<file path="config.mk">
export PLATFORM = sky130hd
export DESIGN_NAME = ioc_xfer_unit
export DESIGN_NICKNAME = d
export VERILOG_FILES = /design/src/rtl/ioc_pkg.sv /design/src/rtl/ioc_xfer_unit.sv
export SDC_FILE = /design/constraint.sdc
export NUM_CORES = 1
export LEC_CHECK = 0
export ABC_CLOCK_PERIOD_IN_PS = 2900
export BUFFER_PORTS_ARGS = -buffer_cell sky130_fd_sc_hd__buf_2
export CORE_MARGIN = 2
export CORE_UTILIZATION = 55
export DETAILED_ROUTE_END_ITERATION = 7
export HOLD_SLACK_MARGIN = 0.02
export PLACE_DENSITY = 0.74
export SLEW_MARGIN = 20
export SYNTH_ARGS = -nofsm -noshare
export SYNTH_HDL_FRONTEND = slang
export SYNTH_SLANG_ARGS = --single-unit
</file>
<file path="constraint.sdc">
create_clock -name core_clk -period 2.9 [get_ports core_clk]
set_clock_uncertainty 0.05 [all_clocks]
set_input_delay 0.58 -clock core_clk [delete_from_list [all_inputs] [get_ports core_clk]]
set_output_delay 0.58 -clock core_clk [all_outputs]
set_load 0.05 [all_outputs]
</file>
<file path="src/rtl/ioc_pkg.sv">
/*
 * Shared constants and types for the character transfer unit.
 * Assumes digits in core storage are six bits wide: C, F, 8, 4, 2, 1.
 */
package ioc_pkg;
    localparam int ADDR_W = 16;
    localparam int DIG_W  = 6;
    localparam int CNT_W  = 8;
    localparam int IN_W   = 10;
    localparam int OUT_W  = 11;

    localparam int BIT_C = 5;
    localparam int BIT_F = 4;

    localparam logic [ADDR_W-1:0] ADDR_ZERO = 16'h0000;
    localparam logic [ADDR_W-1:0] MOD1_END  = 16'h4E1F;
    localparam logic [ADDR_W-1:0] MOD2_END  = 16'h9C3F;
    localparam logic [ADDR_W-1:0] MOD3_END  = 16'hEA5F;

    localparam logic [3:0] NUM_ZERO   = 4'h0;
    localparam logic [3:0] NUM_RM     = 4'hA;
    localparam logic [3:0] NUM_RM_ALT = 4'hB;
    localparam logic [3:0] NUM_GM     = 4'hF;
    localparam logic [3:0] ZONE_NOPUNCH = 4'hF;

    localparam logic [7:0] UNIT_TYPE   = 8'h01;
    localparam logic [7:0] UNIT_TPUNCH = 8'h02;
    localparam logic [7:0] UNIT_CPUNCH = 8'h04;
    localparam logic [7:0] UNIT_CREAD  = 8'h05;
    localparam logic [7:0] UNIT_PRINT  = 8'h09;

    localparam logic [CNT_W-1:0] CARD_COLS = 8'h50;
    localparam logic [CNT_W-1:0] PRINT_POS = 8'hC5;
    localparam logic [CNT_W-1:0] CNT_ONE   = 8'h01;

    localparam int IN_EOL  = 9;
    localparam int IN_RM   = 8;
    localparam int IN_FLAG = 4;

    localparam int OUT_EOL   = 10;
    localparam int OUT_ALPHA = 9;
    localparam int OUT_FLAG  = 8;

    typedef enum logic [2:0] {
        read_numeric_instr,
        read_alpha_instr,
        write_numeric_instr,
        write_alpha_instr,
        dump_numeric_instr
    } ioc_op_type;

    // The check bit makes the count of 8-4-2-1-C odd, so zero is C alone.
    function automatic logic [DIG_W-1:0] ioc_digit(input logic f,
                                                   input logic [3:0] n);
        return {~^n, f, n};
    endfunction
endpackage

</file>
<file path="src/rtl/ioc_xfer_unit.sv">
/*
 * Character transfer unit for the read, write and dump instructions,
 * with the output FIFO that decouples it from the slow output units.
 * Assumes core storage answers a read one cycle after mem_rd and takes
 * a write in the cycle of mem_wr; mem_wflag low keeps the stored flag.
 */
// Operation
// - Read stores upward from the P address; alpha read starts at P-1.
// - Tape end-of-line stores zero then record mark; numeric read stores the mark only.
// - Card alpha read ends after eighty characters.
// - Alpha read stores zone then numeric digit.
// - Alpha read keeps existing flags untouched.
// - Lone record mark stores zero then C-8-2; numeric read stores C-8-2 only.
// - Numeric write stops at record mark.
// - Unreleased numeric write wraps to zero.
// - Numeric card write ends at column eighty.
// - Printer write ends at 197, pads blanks.
// - Numeric write sends digit with flag.
// - Typewriter alpha write suspends on leading mark.
// - Released alpha write emits no mark.
// - Alpha card write ends at column eighty.
// - Plotter takes digit magnitude, sign ignored.
// - Alpha write sends pairs, no flags.
// - Tape dump punches end-of-line after last.
// - Card dump fills the final card.
// - Printer dump loads exactly 197 characters.
// - Flagged zero dumps to card as flag only.
// - Eight-two codes act as record marks.
`timescale 1ns/10ps

module ioc_fifo
    import ioc_pkg::*;
#(
    parameter int W     = OUT_W,
    parameter int DEPTH = 8
) (
    input  wire logic         core_clk,
    input  wire logic         srst,
    input  wire logic         in_valid,
    input  wire logic [W-1:0] in_data,
    output logic              in_ready,
    output logic              out_valid,
    input  wire logic         out_ready,
    output logic [W-1:0]      out_data
);
    localparam int PW = $clog2(DEPTH);

    typedef struct packed {
        logic [DEPTH-1:0][W-1:0] mem;
        logic [PW-1:0]           rd;
        logic [PW-1:0]           wr;
        logic [PW:0]             cnt;
    } ioc_fifo_state_type;

    ioc_fifo_state_type fifo_ff;
    ioc_fifo_state_type nxt_fifo;

    logic push;
    logic pop;

    assign in_ready  = (fifo_ff.cnt != (PW+1)'(DEPTH));
    assign out_valid = (fifo_ff.cnt != '0);
    assign out_data  = fifo_ff.mem[fifo_ff.rd];
    assign push      = in_valid && in_ready;
    assign pop       = out_valid && out_ready;

    always_comb begin
        nxt_fifo = fifo_ff;
        if (push) begin
            nxt_fifo.mem[fifo_ff.wr] = in_data;
            nxt_fifo.wr = (fifo_ff.wr == PW'(DEPTH-1)) ? '0 : fifo_ff.wr + 1'b1;
        end
        if (pop) begin
            nxt_fifo.rd = (fifo_ff.rd == PW'(DEPTH-1)) ? '0 : fifo_ff.rd + 1'b1;
        end
        nxt_fifo.cnt = fifo_ff.cnt + (PW+1)'(push) - (PW+1)'(pop);
    end

    always_ff @(posedge core_clk) begin
        if (srst) begin
            fifo_ff <= '0;
        end else begin
            fifo_ff <= nxt_fifo;
        end
    end
endmodule

module ioc_xfer_unit
    import ioc_pkg::*;
#(
    parameter logic [ADDR_W-1:0] MEM_TOP       = 16'h4E1F,
    parameter int                FIFO_DEPTH    = 8,
    parameter bit                PLOTTER_ON_02 = 1'b0
) (
    input  wire logic              core_clk,
    input  wire logic              srst,
    input  wire logic              start,
    input  wire ioc_op_type        op,
    input  wire logic [ADDR_W-1:0] p_addr,
    input  wire logic [7:0]        unit_code,
    input  wire logic              release_key,
    input  wire logic              in_valid,
    input  wire logic [IN_W-1:0]   in_data,
    output logic                   in_ready,
    output logic                   mem_rd,
    output logic                   mem_wr,
    output logic [ADDR_W-1:0]      mem_addr,
    output logic [DIG_W-1:0]       mem_wdata,
    output logic                   mem_wflag,
    input  wire logic [DIG_W-1:0]  mem_rdata,
    output logic                   out_valid,
    input  wire logic              out_ready,
    output logic [OUT_W-1:0]       out_data,
    output logic                   busy,
    output logic                   done,
    output logic                   suspended
);
    typedef enum logic [3:0] {
        S_IDLE, S_RD_IN, S_WR_Z, S_WR_N, S_FETCH, S_RDREQ, S_RDCAP,
        S_EVAL, S_PUSH, S_PAD, S_EOL
    } ioc_st_type;

    typedef struct packed {
        ioc_st_type        st;
        ioc_op_type        op;
        logic [7:0]        unit;
        logic [ADDR_W-1:0] addr;
        logic [ADDR_W-1:0] mod_end;
        logic [CNT_W-1:0]  cnt;
        logic [CNT_W-1:0]  col;
        logic              half;
        logic              fin;
        logic              past_end;
        logic [3:0]        zone;
        logic [DIG_W-1:0]  dig;
        logic [OUT_W-1:0]  word;
        logic              mem_rd;
        logic              mem_wr;
        logic [ADDR_W-1:0] mem_addr;
        logic [DIG_W-1:0]  mem_wdata;
        logic              mem_wflag;
        logic              done;
        logic              suspended;
        logic              rel_s1;
        logic              rel_s2;
    } ioc_state_type;

    ioc_state_type st_ff;
    ioc_state_type nxt_st;

    logic             push_valid;
    logic [OUT_W-1:0] push_data;
    logic             push_ready;
    logic             is_mark;
    logic             is_gm;
    logic             plotter;
    logic [CNT_W-1:0] cnt_inc;
    logic [CNT_W-1:0] col_inc;

    function automatic logic [ADDR_W-1:0] adv(input logic [ADDR_W-1:0] a);
        return (a == MEM_TOP) ? ADDR_ZERO : a + 1'b1;
    endfunction

    // The sync chain keeps the console key's first flop private.
    assign busy      = (st_ff.st != S_IDLE);
    assign done      = st_ff.done;
    assign suspended = st_ff.suspended;
    assign mem_rd    = st_ff.mem_rd;
    assign mem_wr    = st_ff.mem_wr;
    assign mem_addr  = st_ff.mem_addr;
    assign mem_wdata = st_ff.mem_wdata;
    assign mem_wflag = st_ff.mem_wflag;
    assign in_ready  = (st_ff.st == S_RD_IN) && !st_ff.rel_s2;
    assign plotter   = PLOTTER_ON_02 && (st_ff.unit == UNIT_TPUNCH);
    assign is_mark   = (st_ff.dig[3:0] == NUM_RM) ||
                       (st_ff.dig[3:0] == NUM_RM_ALT);
    assign is_gm     = (st_ff.dig[3:0] == NUM_GM);
    assign cnt_inc   = st_ff.cnt + CNT_ONE;
    assign col_inc   = (st_ff.col == CARD_COLS - CNT_ONE) ? '0
                                                         : st_ff.col + CNT_ONE;
    assign push_valid = (st_ff.st == S_PUSH) || (st_ff.st == S_PAD) ||
                        (st_ff.st == S_EOL);

    always_comb begin
        push_data = st_ff.word;
        if (st_ff.st == S_PAD) begin
            push_data = '0;
            push_data[OUT_ALPHA] = 1'b1;
        end else if (st_ff.st == S_EOL) begin
            push_data = '0;
            push_data[OUT_EOL] = 1'b1;
        end
    end

    always_comb begin
        nxt_st = st_ff;
        nxt_st.rel_s1 = release_key;
        nxt_st.rel_s2 = st_ff.rel_s1;
        nxt_st.mem_rd = 1'b0;
        nxt_st.mem_wr = 1'b0;
        nxt_st.done = 1'b0;
        unique case (st_ff.st)
            S_IDLE: begin
                if (start) begin
                    nxt_st.op = op;
                    nxt_st.unit = unit_code;
                    nxt_st.addr = p_addr;
                    // An odd P names the numeric digit, so a pair starts below.
                    if (op inside {read_alpha_instr, write_alpha_instr}) begin
                        nxt_st.addr = p_addr - 1'b1;
                    end
                    nxt_st.cnt = '0;
                    nxt_st.col = '0;
                    nxt_st.half = 1'b0;
                    nxt_st.fin = 1'b0;
                    nxt_st.past_end = 1'b0;
                    nxt_st.suspended = 1'b0;
                    nxt_st.mod_end = (p_addr <= MOD1_END) ? MOD1_END :
                                     (p_addr <= MOD2_END) ? MOD2_END :
                                     MOD3_END;
                    if (op == read_alpha_instr || op == read_numeric_instr) begin
                        nxt_st.st = S_RD_IN;
                    end else begin
                        nxt_st.st = S_FETCH;
                    end
                end
            end
            S_RD_IN: begin
                if (st_ff.rel_s2) begin
                    nxt_st.st = S_IDLE;
                    nxt_st.done = 1'b1;
                end else if (in_valid) begin
                    nxt_st.fin = in_data[IN_EOL];
                    nxt_st.zone = in_data[7:4];
                    nxt_st.dig = {1'b0, in_data[IN_FLAG], in_data[3:0]};
                    if (in_data[IN_EOL] || in_data[IN_RM]) begin
                        nxt_st.zone = NUM_ZERO;
                        nxt_st.dig = {2'b00, NUM_RM};
                    end
                    nxt_st.st = (st_ff.op == read_alpha_instr) ? S_WR_Z
                                                               : S_WR_N;
                end
            end
            S_WR_Z: begin
                nxt_st.mem_wr = 1'b1;
                nxt_st.mem_addr = st_ff.addr;
                nxt_st.mem_wdata = ioc_digit(1'b0, st_ff.zone);
                nxt_st.mem_wflag = 1'b0;
                nxt_st.addr = adv(st_ff.addr);
                nxt_st.st = S_WR_N;
            end
            S_WR_N: begin
                nxt_st.mem_wr = 1'b1;
                nxt_st.mem_addr = st_ff.addr;
                nxt_st.mem_wdata = ioc_digit(st_ff.dig[BIT_F],
                                             st_ff.dig[3:0]);
                nxt_st.mem_wflag = (st_ff.op == read_numeric_instr);
                nxt_st.addr = adv(st_ff.addr);
                nxt_st.cnt = cnt_inc;
                nxt_st.st = S_RD_IN;
                if (st_ff.fin || (st_ff.unit == UNIT_CREAD &&
                                  cnt_inc == CARD_COLS)) begin
                    nxt_st.st = S_IDLE;
                    nxt_st.done = 1'b1;
                end
            end
            S_FETCH: begin
                if (st_ff.rel_s2 && !st_ff.half) begin
                    nxt_st.st = S_IDLE;
                    nxt_st.done = 1'b1;
                end else begin
                    nxt_st.mem_rd = 1'b1;
                    nxt_st.mem_addr = st_ff.half ? adv(st_ff.addr)
                                                 : st_ff.addr;
                    nxt_st.st = S_RDREQ;
                end
            end
            S_RDREQ: begin
                nxt_st.st = S_RDCAP;
            end
            S_RDCAP: begin
                if (st_ff.op == write_alpha_instr && !st_ff.half) begin
                    nxt_st.zone = mem_rdata[3:0];
                    nxt_st.half = 1'b1;
                    nxt_st.st = S_FETCH;
                end else begin
                    nxt_st.dig = mem_rdata;
                    nxt_st.half = 1'b0;
                    nxt_st.st = S_EVAL;
                end
            end
            S_EVAL: begin
                nxt_st.word = '0;
                nxt_st.word[OUT_FLAG] = st_ff.dig[BIT_F];
                nxt_st.word[3:0] = st_ff.dig[3:0];
                nxt_st.st = S_PUSH;
                if (st_ff.op == write_alpha_instr) begin
                    nxt_st.word[OUT_FLAG] = 1'b0;
                    nxt_st.word[OUT_ALPHA] = !plotter;
                    nxt_st.word[7:4] = plotter ? NUM_ZERO : st_ff.zone;
                end
                if (st_ff.op == dump_numeric_instr &&
                    st_ff.unit == UNIT_CPUNCH && st_ff.dig[BIT_F] &&
                    st_ff.dig[3:0] == NUM_ZERO) begin
                    nxt_st.word[7:4] = ZONE_NOPUNCH;
                end
                if (st_ff.op != dump_numeric_instr && (is_mark || is_gm)) begin
                    nxt_st.done = 1'b1;
                    nxt_st.st = S_IDLE;
                    if (st_ff.unit == UNIT_PRINT) begin
                        nxt_st.done = 1'b0;
                        nxt_st.st = S_PAD;
                    end else if (st_ff.unit == UNIT_TPUNCH && !plotter &&
                                 is_mark) begin
                        nxt_st.done = 1'b0;
                        nxt_st.st = S_EOL;
                    end else if (st_ff.unit == UNIT_TYPE && is_mark &&
                                 st_ff.op == write_alpha_instr &&
                                 st_ff.cnt == '0) begin
                        nxt_st.suspended = 1'b1;
                    end
                end
            end
            S_PUSH: begin
                if (push_ready) begin
                    nxt_st.cnt = cnt_inc;
                    nxt_st.col = col_inc;
                    nxt_st.addr = adv(st_ff.addr);
                    if (st_ff.op == write_alpha_instr) begin
                        nxt_st.addr = adv(adv(st_ff.addr));
                    end
                    if (st_ff.addr == st_ff.mod_end ||
                        adv(st_ff.addr) == st_ff.mod_end) begin
                        nxt_st.past_end = (st_ff.op != write_alpha_instr) ||
                                          adv(st_ff.addr) == st_ff.mod_end;
                        if (st_ff.op == dump_numeric_instr) begin
                            nxt_st.past_end = (st_ff.addr == st_ff.mod_end);
                        end
                    end
                    nxt_st.st = S_FETCH;
                    if (st_ff.op == dump_numeric_instr) begin
                        if (st_ff.unit == UNIT_PRINT) begin
                            if (cnt_inc == PRINT_POS) begin
                                nxt_st.st = S_IDLE;
                                nxt_st.done = 1'b1;
                            end
                        end else if (st_ff.unit == UNIT_CPUNCH) begin
                            if ((st_ff.past_end ||
                                 st_ff.addr == st_ff.mod_end) &&
                                col_inc == '0) begin
                                nxt_st.st = S_IDLE;
                                nxt_st.done = 1'b1;
                            end
                        end else if (st_ff.addr == st_ff.mod_end) begin
                            nxt_st.done = 1'b1;
                            nxt_st.st = S_IDLE;
                            if (st_ff.unit == UNIT_TPUNCH && !plotter) begin
                                nxt_st.done = 1'b0;
                                nxt_st.st = S_EOL;
                            end
                        end
                    end else if (st_ff.unit == UNIT_CPUNCH &&
                                 cnt_inc == CARD_COLS) begin
                        nxt_st.st = S_IDLE;
                        nxt_st.done = 1'b1;
                    end else if (st_ff.unit == UNIT_PRINT &&
                                 cnt_inc == PRINT_POS) begin
                        nxt_st.st = S_IDLE;
                        nxt_st.done = 1'b1;
                    end
                end
            end
            S_PAD: begin
                if (push_ready) begin
                    nxt_st.cnt = cnt_inc;
                    if (cnt_inc == PRINT_POS) begin
                        nxt_st.st = S_IDLE;
                        nxt_st.done = 1'b1;
                    end
                end
            end
            S_EOL: begin
                if (push_ready) begin
                    nxt_st.st = S_IDLE;
                    nxt_st.done = 1'b1;
                end
            end
        endcase
    end

    always_ff @(posedge core_clk) begin
        if (srst) begin
            st_ff <= '0;
        end else begin
            st_ff <= nxt_st;
        end
    end

    // Slow units stall the FIFO, which in turn holds the fetch loop.
    ioc_fifo #(
        .W     (OUT_W),
        .DEPTH (FIFO_DEPTH)
    ) u_fifo (
        .core_clk  (core_clk),
        .srst      (srst),
        .in_valid  (push_valid),
        .in_data   (push_data),
        .in_ready  (push_ready),
        .out_valid (out_valid),
        .out_ready (out_ready),
        .out_data  (out_data)
    );

    flag_keep_a: assert property (@(posedge core_clk) disable iff (srst)
        mem_wr && st_ff.op == read_alpha_instr |-> !mem_wflag)
        else $error("alpha read overwrote a flag");

    lone_mark_a: assert property (@(posedge core_clk) disable iff (srst)
        st_ff.st == S_RD_IN && in_valid && in_ready && in_data[IN_RM] &&
        st_ff.op == read_alpha_instr
        |-> ##2 (mem_wr && mem_wdata == ioc_digit(1'b0, NUM_ZERO))
            ##1 (mem_wr && mem_wdata[3:0] == NUM_RM && mem_wdata[BIT_C]))
        else $error("lone record mark stored wrongly");

    store_kept_a: assert property (@(posedge core_clk) disable iff (srst)
        busy && st_ff.op inside {write_numeric_instr, write_alpha_instr,
                                 dump_numeric_instr} |-> !mem_wr)
        else $error("output instruction wrote storage");

    alpha_noflag_a: assert property (@(posedge core_clk) disable iff (srst)
        push_valid && push_ready && st_ff.op == write_alpha_instr
        |-> !push_data[OUT_FLAG])
        else $error("alpha write sent a flag");

    plot_mag_a: assert property (@(posedge core_clk) disable iff (srst)
        st_ff.st == S_PUSH && plotter && st_ff.op == write_alpha_instr
        |-> !push_data[OUT_ALPHA] && push_data[7:4] == NUM_ZERO)
        else $error("plotter word carries a zone");

    addr_wrap_a: assert property (@(posedge core_clk) disable iff (srst)
        st_ff.st == S_PUSH && push_ready && st_ff.addr == MEM_TOP &&
        st_ff.op != write_alpha_instr |=> st_ff.addr == ADDR_ZERO)
        else $error("address did not wrap");

    rel_end_a: assert property (@(posedge core_clk) disable iff (srst)
        st_ff.st == S_FETCH && st_ff.rel_s2 && !st_ff.half
        |=> !busy && done ##1 !done)
        else $error("release did not end transfer");

    print_len_a: assert property (@(posedge core_clk) disable iff (srst)
        done && st_ff.unit == UNIT_PRINT && !$past(st_ff.rel_s2) &&
        st_ff.op inside {write_numeric_instr, dump_numeric_instr}
        |-> st_ff.cnt == PRINT_POS)
        else $error("printer buffer not fully loaded");
endmodule

</file>
# Word level (Yosys, flattened, before mapping)
# Cells that the tools add are included.
# word_totals
ff_bits	212
inputBits	49
output_inout_bits	41
elab_cells	257
# op_classes
n_addsub	9
n_lt_le_gt_ge	5
n_eq_ne	51
mux	94
bitwise_logic	1
n_reduce_logical	64
# op_table
op	n
16-bit two-way mux	9
88-bit bitwise mux	1
4-bit two-way mux	17
66-bit two-way mux	1
16-bit case mux with 3 select lines	1
11-bit two-way mux	4
4-bit case mux with 11 select lines	1
11-bit binary-select mux with 3-bit select	1
11-bit demux with 3-bit select	1
16-bit by 1-bit adder with 16-bit output (second input constant)	2
16-bit by 15-bit == test with 1-bit output (second input constant)	2
16-bit == test	2
16-bit case mux with 2 select lines	1
8-bit case mux with 4 select lines	1
1-bit two-way mux	31
10-bit two-way mux	3
4-bit == test (second input constant)	6
3-bit two-way mux	7
2-bit != test (second input constant)	10
10-bit case mux with 2 select lines	1
4-bit AND reduction	5
1-bit logical AND	18
8-bit by 1-bit adder with 8-bit output (second input constant)	2
4-bit by 3-bit == test with 1-bit output (second input constant)	4
other kinds (45)	93

# Depth between registers and ports, before layout
# depth
word_depth	10
mapped_depth	12
mapped_depth_nobuf	12

# Hierarchy
# A second synthesis with hierarchy kept.
# hier_totals
hier_cells	1391
hier_area_um2	11925.2
# modules_own_cells
module	n_inst	cells_each	area_each_um2
ioc_xfer_unit	1	965	7134.3
ioc_fifo	1	426	4790.8

# Worst setup path before layout
# Ideal clock, no wire load.
# synth_path
kind	flip-flop to flip-flop
start	register st_ff[85] (netlist bit)
end	register st_ff[100] (netlist bit)
arrival_ps	2697
required_time_ps	2735
path_slack_ps	38
stages_incl_launch_ff	10
path_buffers	1
cell_sequence	dfxtp_1 > clkbuf_1 > inv_1 > ha_1 > nand2b_1 > a2111oi_0 > o21a_1 > nand4_1 > xnor2_1 > a2111oi_0
# synth_via
elab_chain_len	7
# synth_rtl
element	line_no	text
start: declaration	ioc_xfer_unit.sv:148	ioc_state_type st_ff;
start signal: assignment	ioc_xfer_unit.sv:395	st_ff <= nxt_st;
16-bit by 1-bit adder with 16-bit output / 16-bit by 15-bit == test with 1-bit output (equally long branches)	ioc_xfer_unit.sv:161	return (a == MEM_TOP) ? ADDR_ZERO : a + 1'b1;
16-bit two-way mux *	ioc_xfer_unit.sv:161	
16-bit by 1-bit adder with 16-bit output / 16-bit by 15-bit == test with 1-bit output (equally long branches)	ioc_xfer_unit.sv:161	
16-bit two-way mux	ioc_xfer_unit.sv:161	
16-bit two-way mux	ioc_xfer_unit.sv:329	if (st_ff.op == write_alpha_instr) begin
16-bit two-way mux	ioc_xfer_unit.sv:325	if (push_ready) begin
16-bit case mux with 3 select lines *	ioc_xfer_unit.sv:202	unique case (st_ff.st)
# Every way passes the cells marked *; elsewhere a longest branch is shown, timed or not. The select of a mux whose other input is x is not followed.
# A chain may end at the register's enable or synchronous reset.

# Worst setup path after layout
# layout_path
start	register u_fifo.fifo_ff[8] (netlist bit)
end	output port out_data[9]
# layout_via
elab_chain_len	2
# layout_rtl
element	line_no	text
start: declaration	ioc_xfer_unit.sv:55	ioc_fifo_state_type fifo_ff;
start signal: assignment	ioc_xfer_unit.sv:83	fifo_ff <= nxt_fifo;
11-bit binary-select mux with 3-bit select	ioc_xfer_unit.sv:63	assign out_data = fifo_ff.mem[fifo_ff.rd];
11-bit two-way mux (not written as such)	ioc_xfer_unit.sv:63	
end: declaration	ioc_xfer_unit.sv:113	output logic [OUT_W-1:0] out_data,
# Every way passes these cells. The select of a mux whose other input is x is not followed.

==> metrics.yaml <==
relSlewSlack: 0.5164
synth-adder-area-share: 0.02710
die_area_mm2: 0.02268
holdPathStages: 3
cp-start-kind: "flip-flop"
fin_crit_sh: 0.9717
grt_pass1_wl_um: 52120
synth_top_family_by_area: "simple AND/OR/NAND/NOR gates"
die-width_um: 150.6
p_int_w: 0.006845
p_sw_w: 0.004975
syn_avg_cell_area_um2: 8.113
layout.nets: 1604
reg2reg_to: "st_ff[100]$_SDFFE_PP0P_"
crit_arrival_ns: 2.19
cap_violations: 0
antenna_found_initial: 0
grt_start_max_net_pins: 102
h-tree-depth: 1
synth_simple_gate_area_frac: 0.2540
clockBufferDepth: 3
tritoncts: "yes"
hpwl_um: 23610
synth.cell_area_mm2: 0.01182
finalSetupViolCount: 0
portBuffers: 88
drive_gt1_frac: 0.1784
drtPass1Iterations: 5
wl_um: 32730
slew_viol_final: 0
synthesis.nets: 1531
hp-class: "in -> reg"
postRouteAntennaNets: 0
cts_root_buf: "clkbuf_16"
comb_power_share: 0.440
ios: 90
synth_compound_gate_area_share: 0.1597
fmax_mhz: 354.9
place_ws_ns: 0.1335
tns_ns: 0
start_util: 0.5605
synth-main-ff-cell: "dfxtp_1"
pwr-share-seq: 0.310
min_from: "unit_code[6]"
die_y_um: 150.6
synthXorXnorAreaFrac: 0.05070
p_leak_nw: 5.301
p_per_area_mw_per_mm2: 874.7
irDropWorstVdd_v: 0.0006078
r2r_cells: 9
clk-insertion-delay-late_ns: 0.53
coreArea_mm2: 0.02109
final_cell_count_no_fill: 1822
initialDrtViolationCount: 847
cp.required_ns: 2.27
worstMarginPinSlew_ns: 0.7199
clockPowerShare: 0.250
hold_viol: 0
clkSinkCount: 202
fin_ws_ns: 0.08199
final_area_mm2: 0.01351
rows: 53
worstReg2RegStart: "st_ff[85]$_SDFFE_PP0P_"
synthMuxAreaShare: 0.1041
hold_end: "st_ff[107]$_SDFFE_PP0P_"
synth_warnings: 0
detail_route.wl_per_cell_um: 17.96
dp.cells: 1778
cp-end-kind: "primary output"
area_growth_pct: 14.32
switching_share: 0.4209
path_class: "reg -> out"
grt_pass1_vias: 10015
via_count: 10954
rrSetupSlack_ns: 0.14
holdWs_ns: 0.2252
synth_seq_cells: 202
outcome: "completed"
netlist-cell-type-count: 80
async_reset_ff_frac: 0
crit_path_max_fanout: 21
routed_via_density: 6.012
place_area_mm2: 0.01269
fin_crit_ns: 2.818
path_clk_slew_ns: 0.07
gp_congestion: 0.9686
ys_seq_area_frac: 0.3421
grt_overflow: 0
track_usage: 0.2858
cts_buffers: 23
antennaDiodeCount: 0
drc: 0
synth_cells: 1457
synth_edf_count: 0
==> stage by stage <==
step                      total power [W]  utilization
final                             0.01182       0.6408
after CTS                         0.01170       0.6385
after global routing              0.01246       0.6408
after floorplan                  0.007302            -
after global placement           0.008683       0.6020
after detailed placement         0.008743       0.6020
==> routing by layer <==
layer  routed length, um  up-vias  track usage
li1                    -     5316            -
met1               14800     5116       0.4009
met2               14830      457       0.4561
met3                2344       65      0.04939
met4                 748        0      0.07430
met5                   0        -            0
==> registers in the layout, summed over array words and instances, names as in the netlist <==
signal and flops:
mem_wdata 6, nxt_st 1, done 1, mem_wflag 1
mem_wr 1, mem_addr 16, u_fifo.fifo_ff 98, mem_rd 1
suspended 1, st_ff 76
==> logic make-up (layout without fill, tap and decap cells) <==
| kind of cell | count (synthesis) | after routing |
|---|---|---|
| mux | 94 | 94 |
| xor+xnor | 62 | 62 |
| compound gates | 287 | 287 |
| flops | 202 | 202 |
| buf+inv | 161 | 251 |
| simple gates | 626 | 626 |
| fa+ha+maj | 25 | 25 |
==> critical path: stages, from the launching register on <==
cell,delay [ns]
dfxtp_1,0.41
buf_4,0.35
mux4_2,0.36
mux2_2,0.31
buf_2,0.22
==> cells in the mapped netlist (all sizes together) (8+ instances only) <==
| cell | count | share of area |
|---|---|---|
| mux2 | 11 | 0.010 |
| inv | 29 | 0.0092 |
| nand2 | 196 | 0.062 |
| a211oi | 41 | 0.026 |
| nand4 | 18 | 0.011 |
| ha | 24 | 0.025 |
| mux2i | 61 | 0.052 |
| a31oi | 11 | 0.0058 |
| buf | 47 | 0.026 |
| a21oi | 98 | 0.042 |
| and2 | 16 | 0.0085 |
| a22oi | 8 | 0.0051 |
| a221oi | 11 | 0.0082 |
| nand3b | 13 | 0.0083 |
| a311oi | 11 | 0.0082 |
| nand3 | 41 | 0.018 |
| dfxtp | 202 | 0.34 |
| o21ai | 38 | 0.016 |
| mux4 | 22 | 0.042 |
| nand2b | 14 | 0.0074 |
| a21o | 9 | 0.0057 |
| clkbuf | 85 | 0.027 |
| or3 | 12 | 0.0064 |
| nor2b | 12 | 0.0064 |
| xor2 | 22 | 0.016 |
| nor3 | 35 | 0.015 |
| nor2 | 196 | 0.062 |
| nor4 | 17 | 0.012 |
| xnor2 | 36 | 0.027 |
| and3 | 16 | 0.0085 |
==> placed cells by master (no fill, tap or decap), types with 34 or more instances in the layout <==
cell and instances:
buf_4 89, o21ai_0 36, a211oi_1 41, a21oi_1 97, nor3_1 34, nand2_1 195, xnor2_1 36, dfxtp_1 201
nor2_1 195, mux2i_1 61, nand3_1 40, buf_2 87
==> worst max-delay path by stage <==
stage                                        start                      end  slack (ns)  depth (start not counted)
floorplan                   st_ff[85]$_SDFFE_PP0P_  st_ff[100]$_SDFFE_PP0P_        0.04                          9
global placement            st_ff[85]$_SDFFE_PP0P_   st_ff[99]$_SDFFE_PP0P_        0.14                         10
detailed placement          st_ff[85]$_SDFFE_PP0P_  st_ff[100]$_SDFFE_PP0P_        0.13                         10
CTS                 u_fifo.fifo_ff[8]$_SDFFE_PP0P_              out_data[9]        0.06                          4
global route                st_ff[85]$_SDFFE_PP0P_   st_ff[98]$_SDFFE_PP0P_       -0.04                         11
finish              u_fifo.fifo_ff[8]$_SDFFE_PP0P_              out_data[9]        0.08                          4
==> power by group through the flow <==
stage	logic [W]	registers, W	clock network [W]
floorplan	0.00382	0.00349	0
global placement	0.00500	0.00369	0
detailed placement	0.00505	0.00370	0
CTS	0.00507	0.00364	0.00299
global route	0.00563	0.00372	0.00311
finish	0.00520	0.00366	0.00295
==> timing repair <==
action | 4_1_cts | 5_1_grt
hold buffers | 0 | 0
buffers inserted | 0 | 2
resized for setup | 0 | 12
endpoints found under the setup margin | 0 | 12
==> cell type report <==
class                   instances  area, um2
clock buffers                  29      628.1
clock inverters                13      142.6
fillers                      1837       7575
inverters                      29      108.9
multi-input cells            1094       7078
flip-flops and latches        202       4045
well taps                     275      344.1
repair buffers                180       1166
No activity file was read; power rests on OpenSTA's default activity.
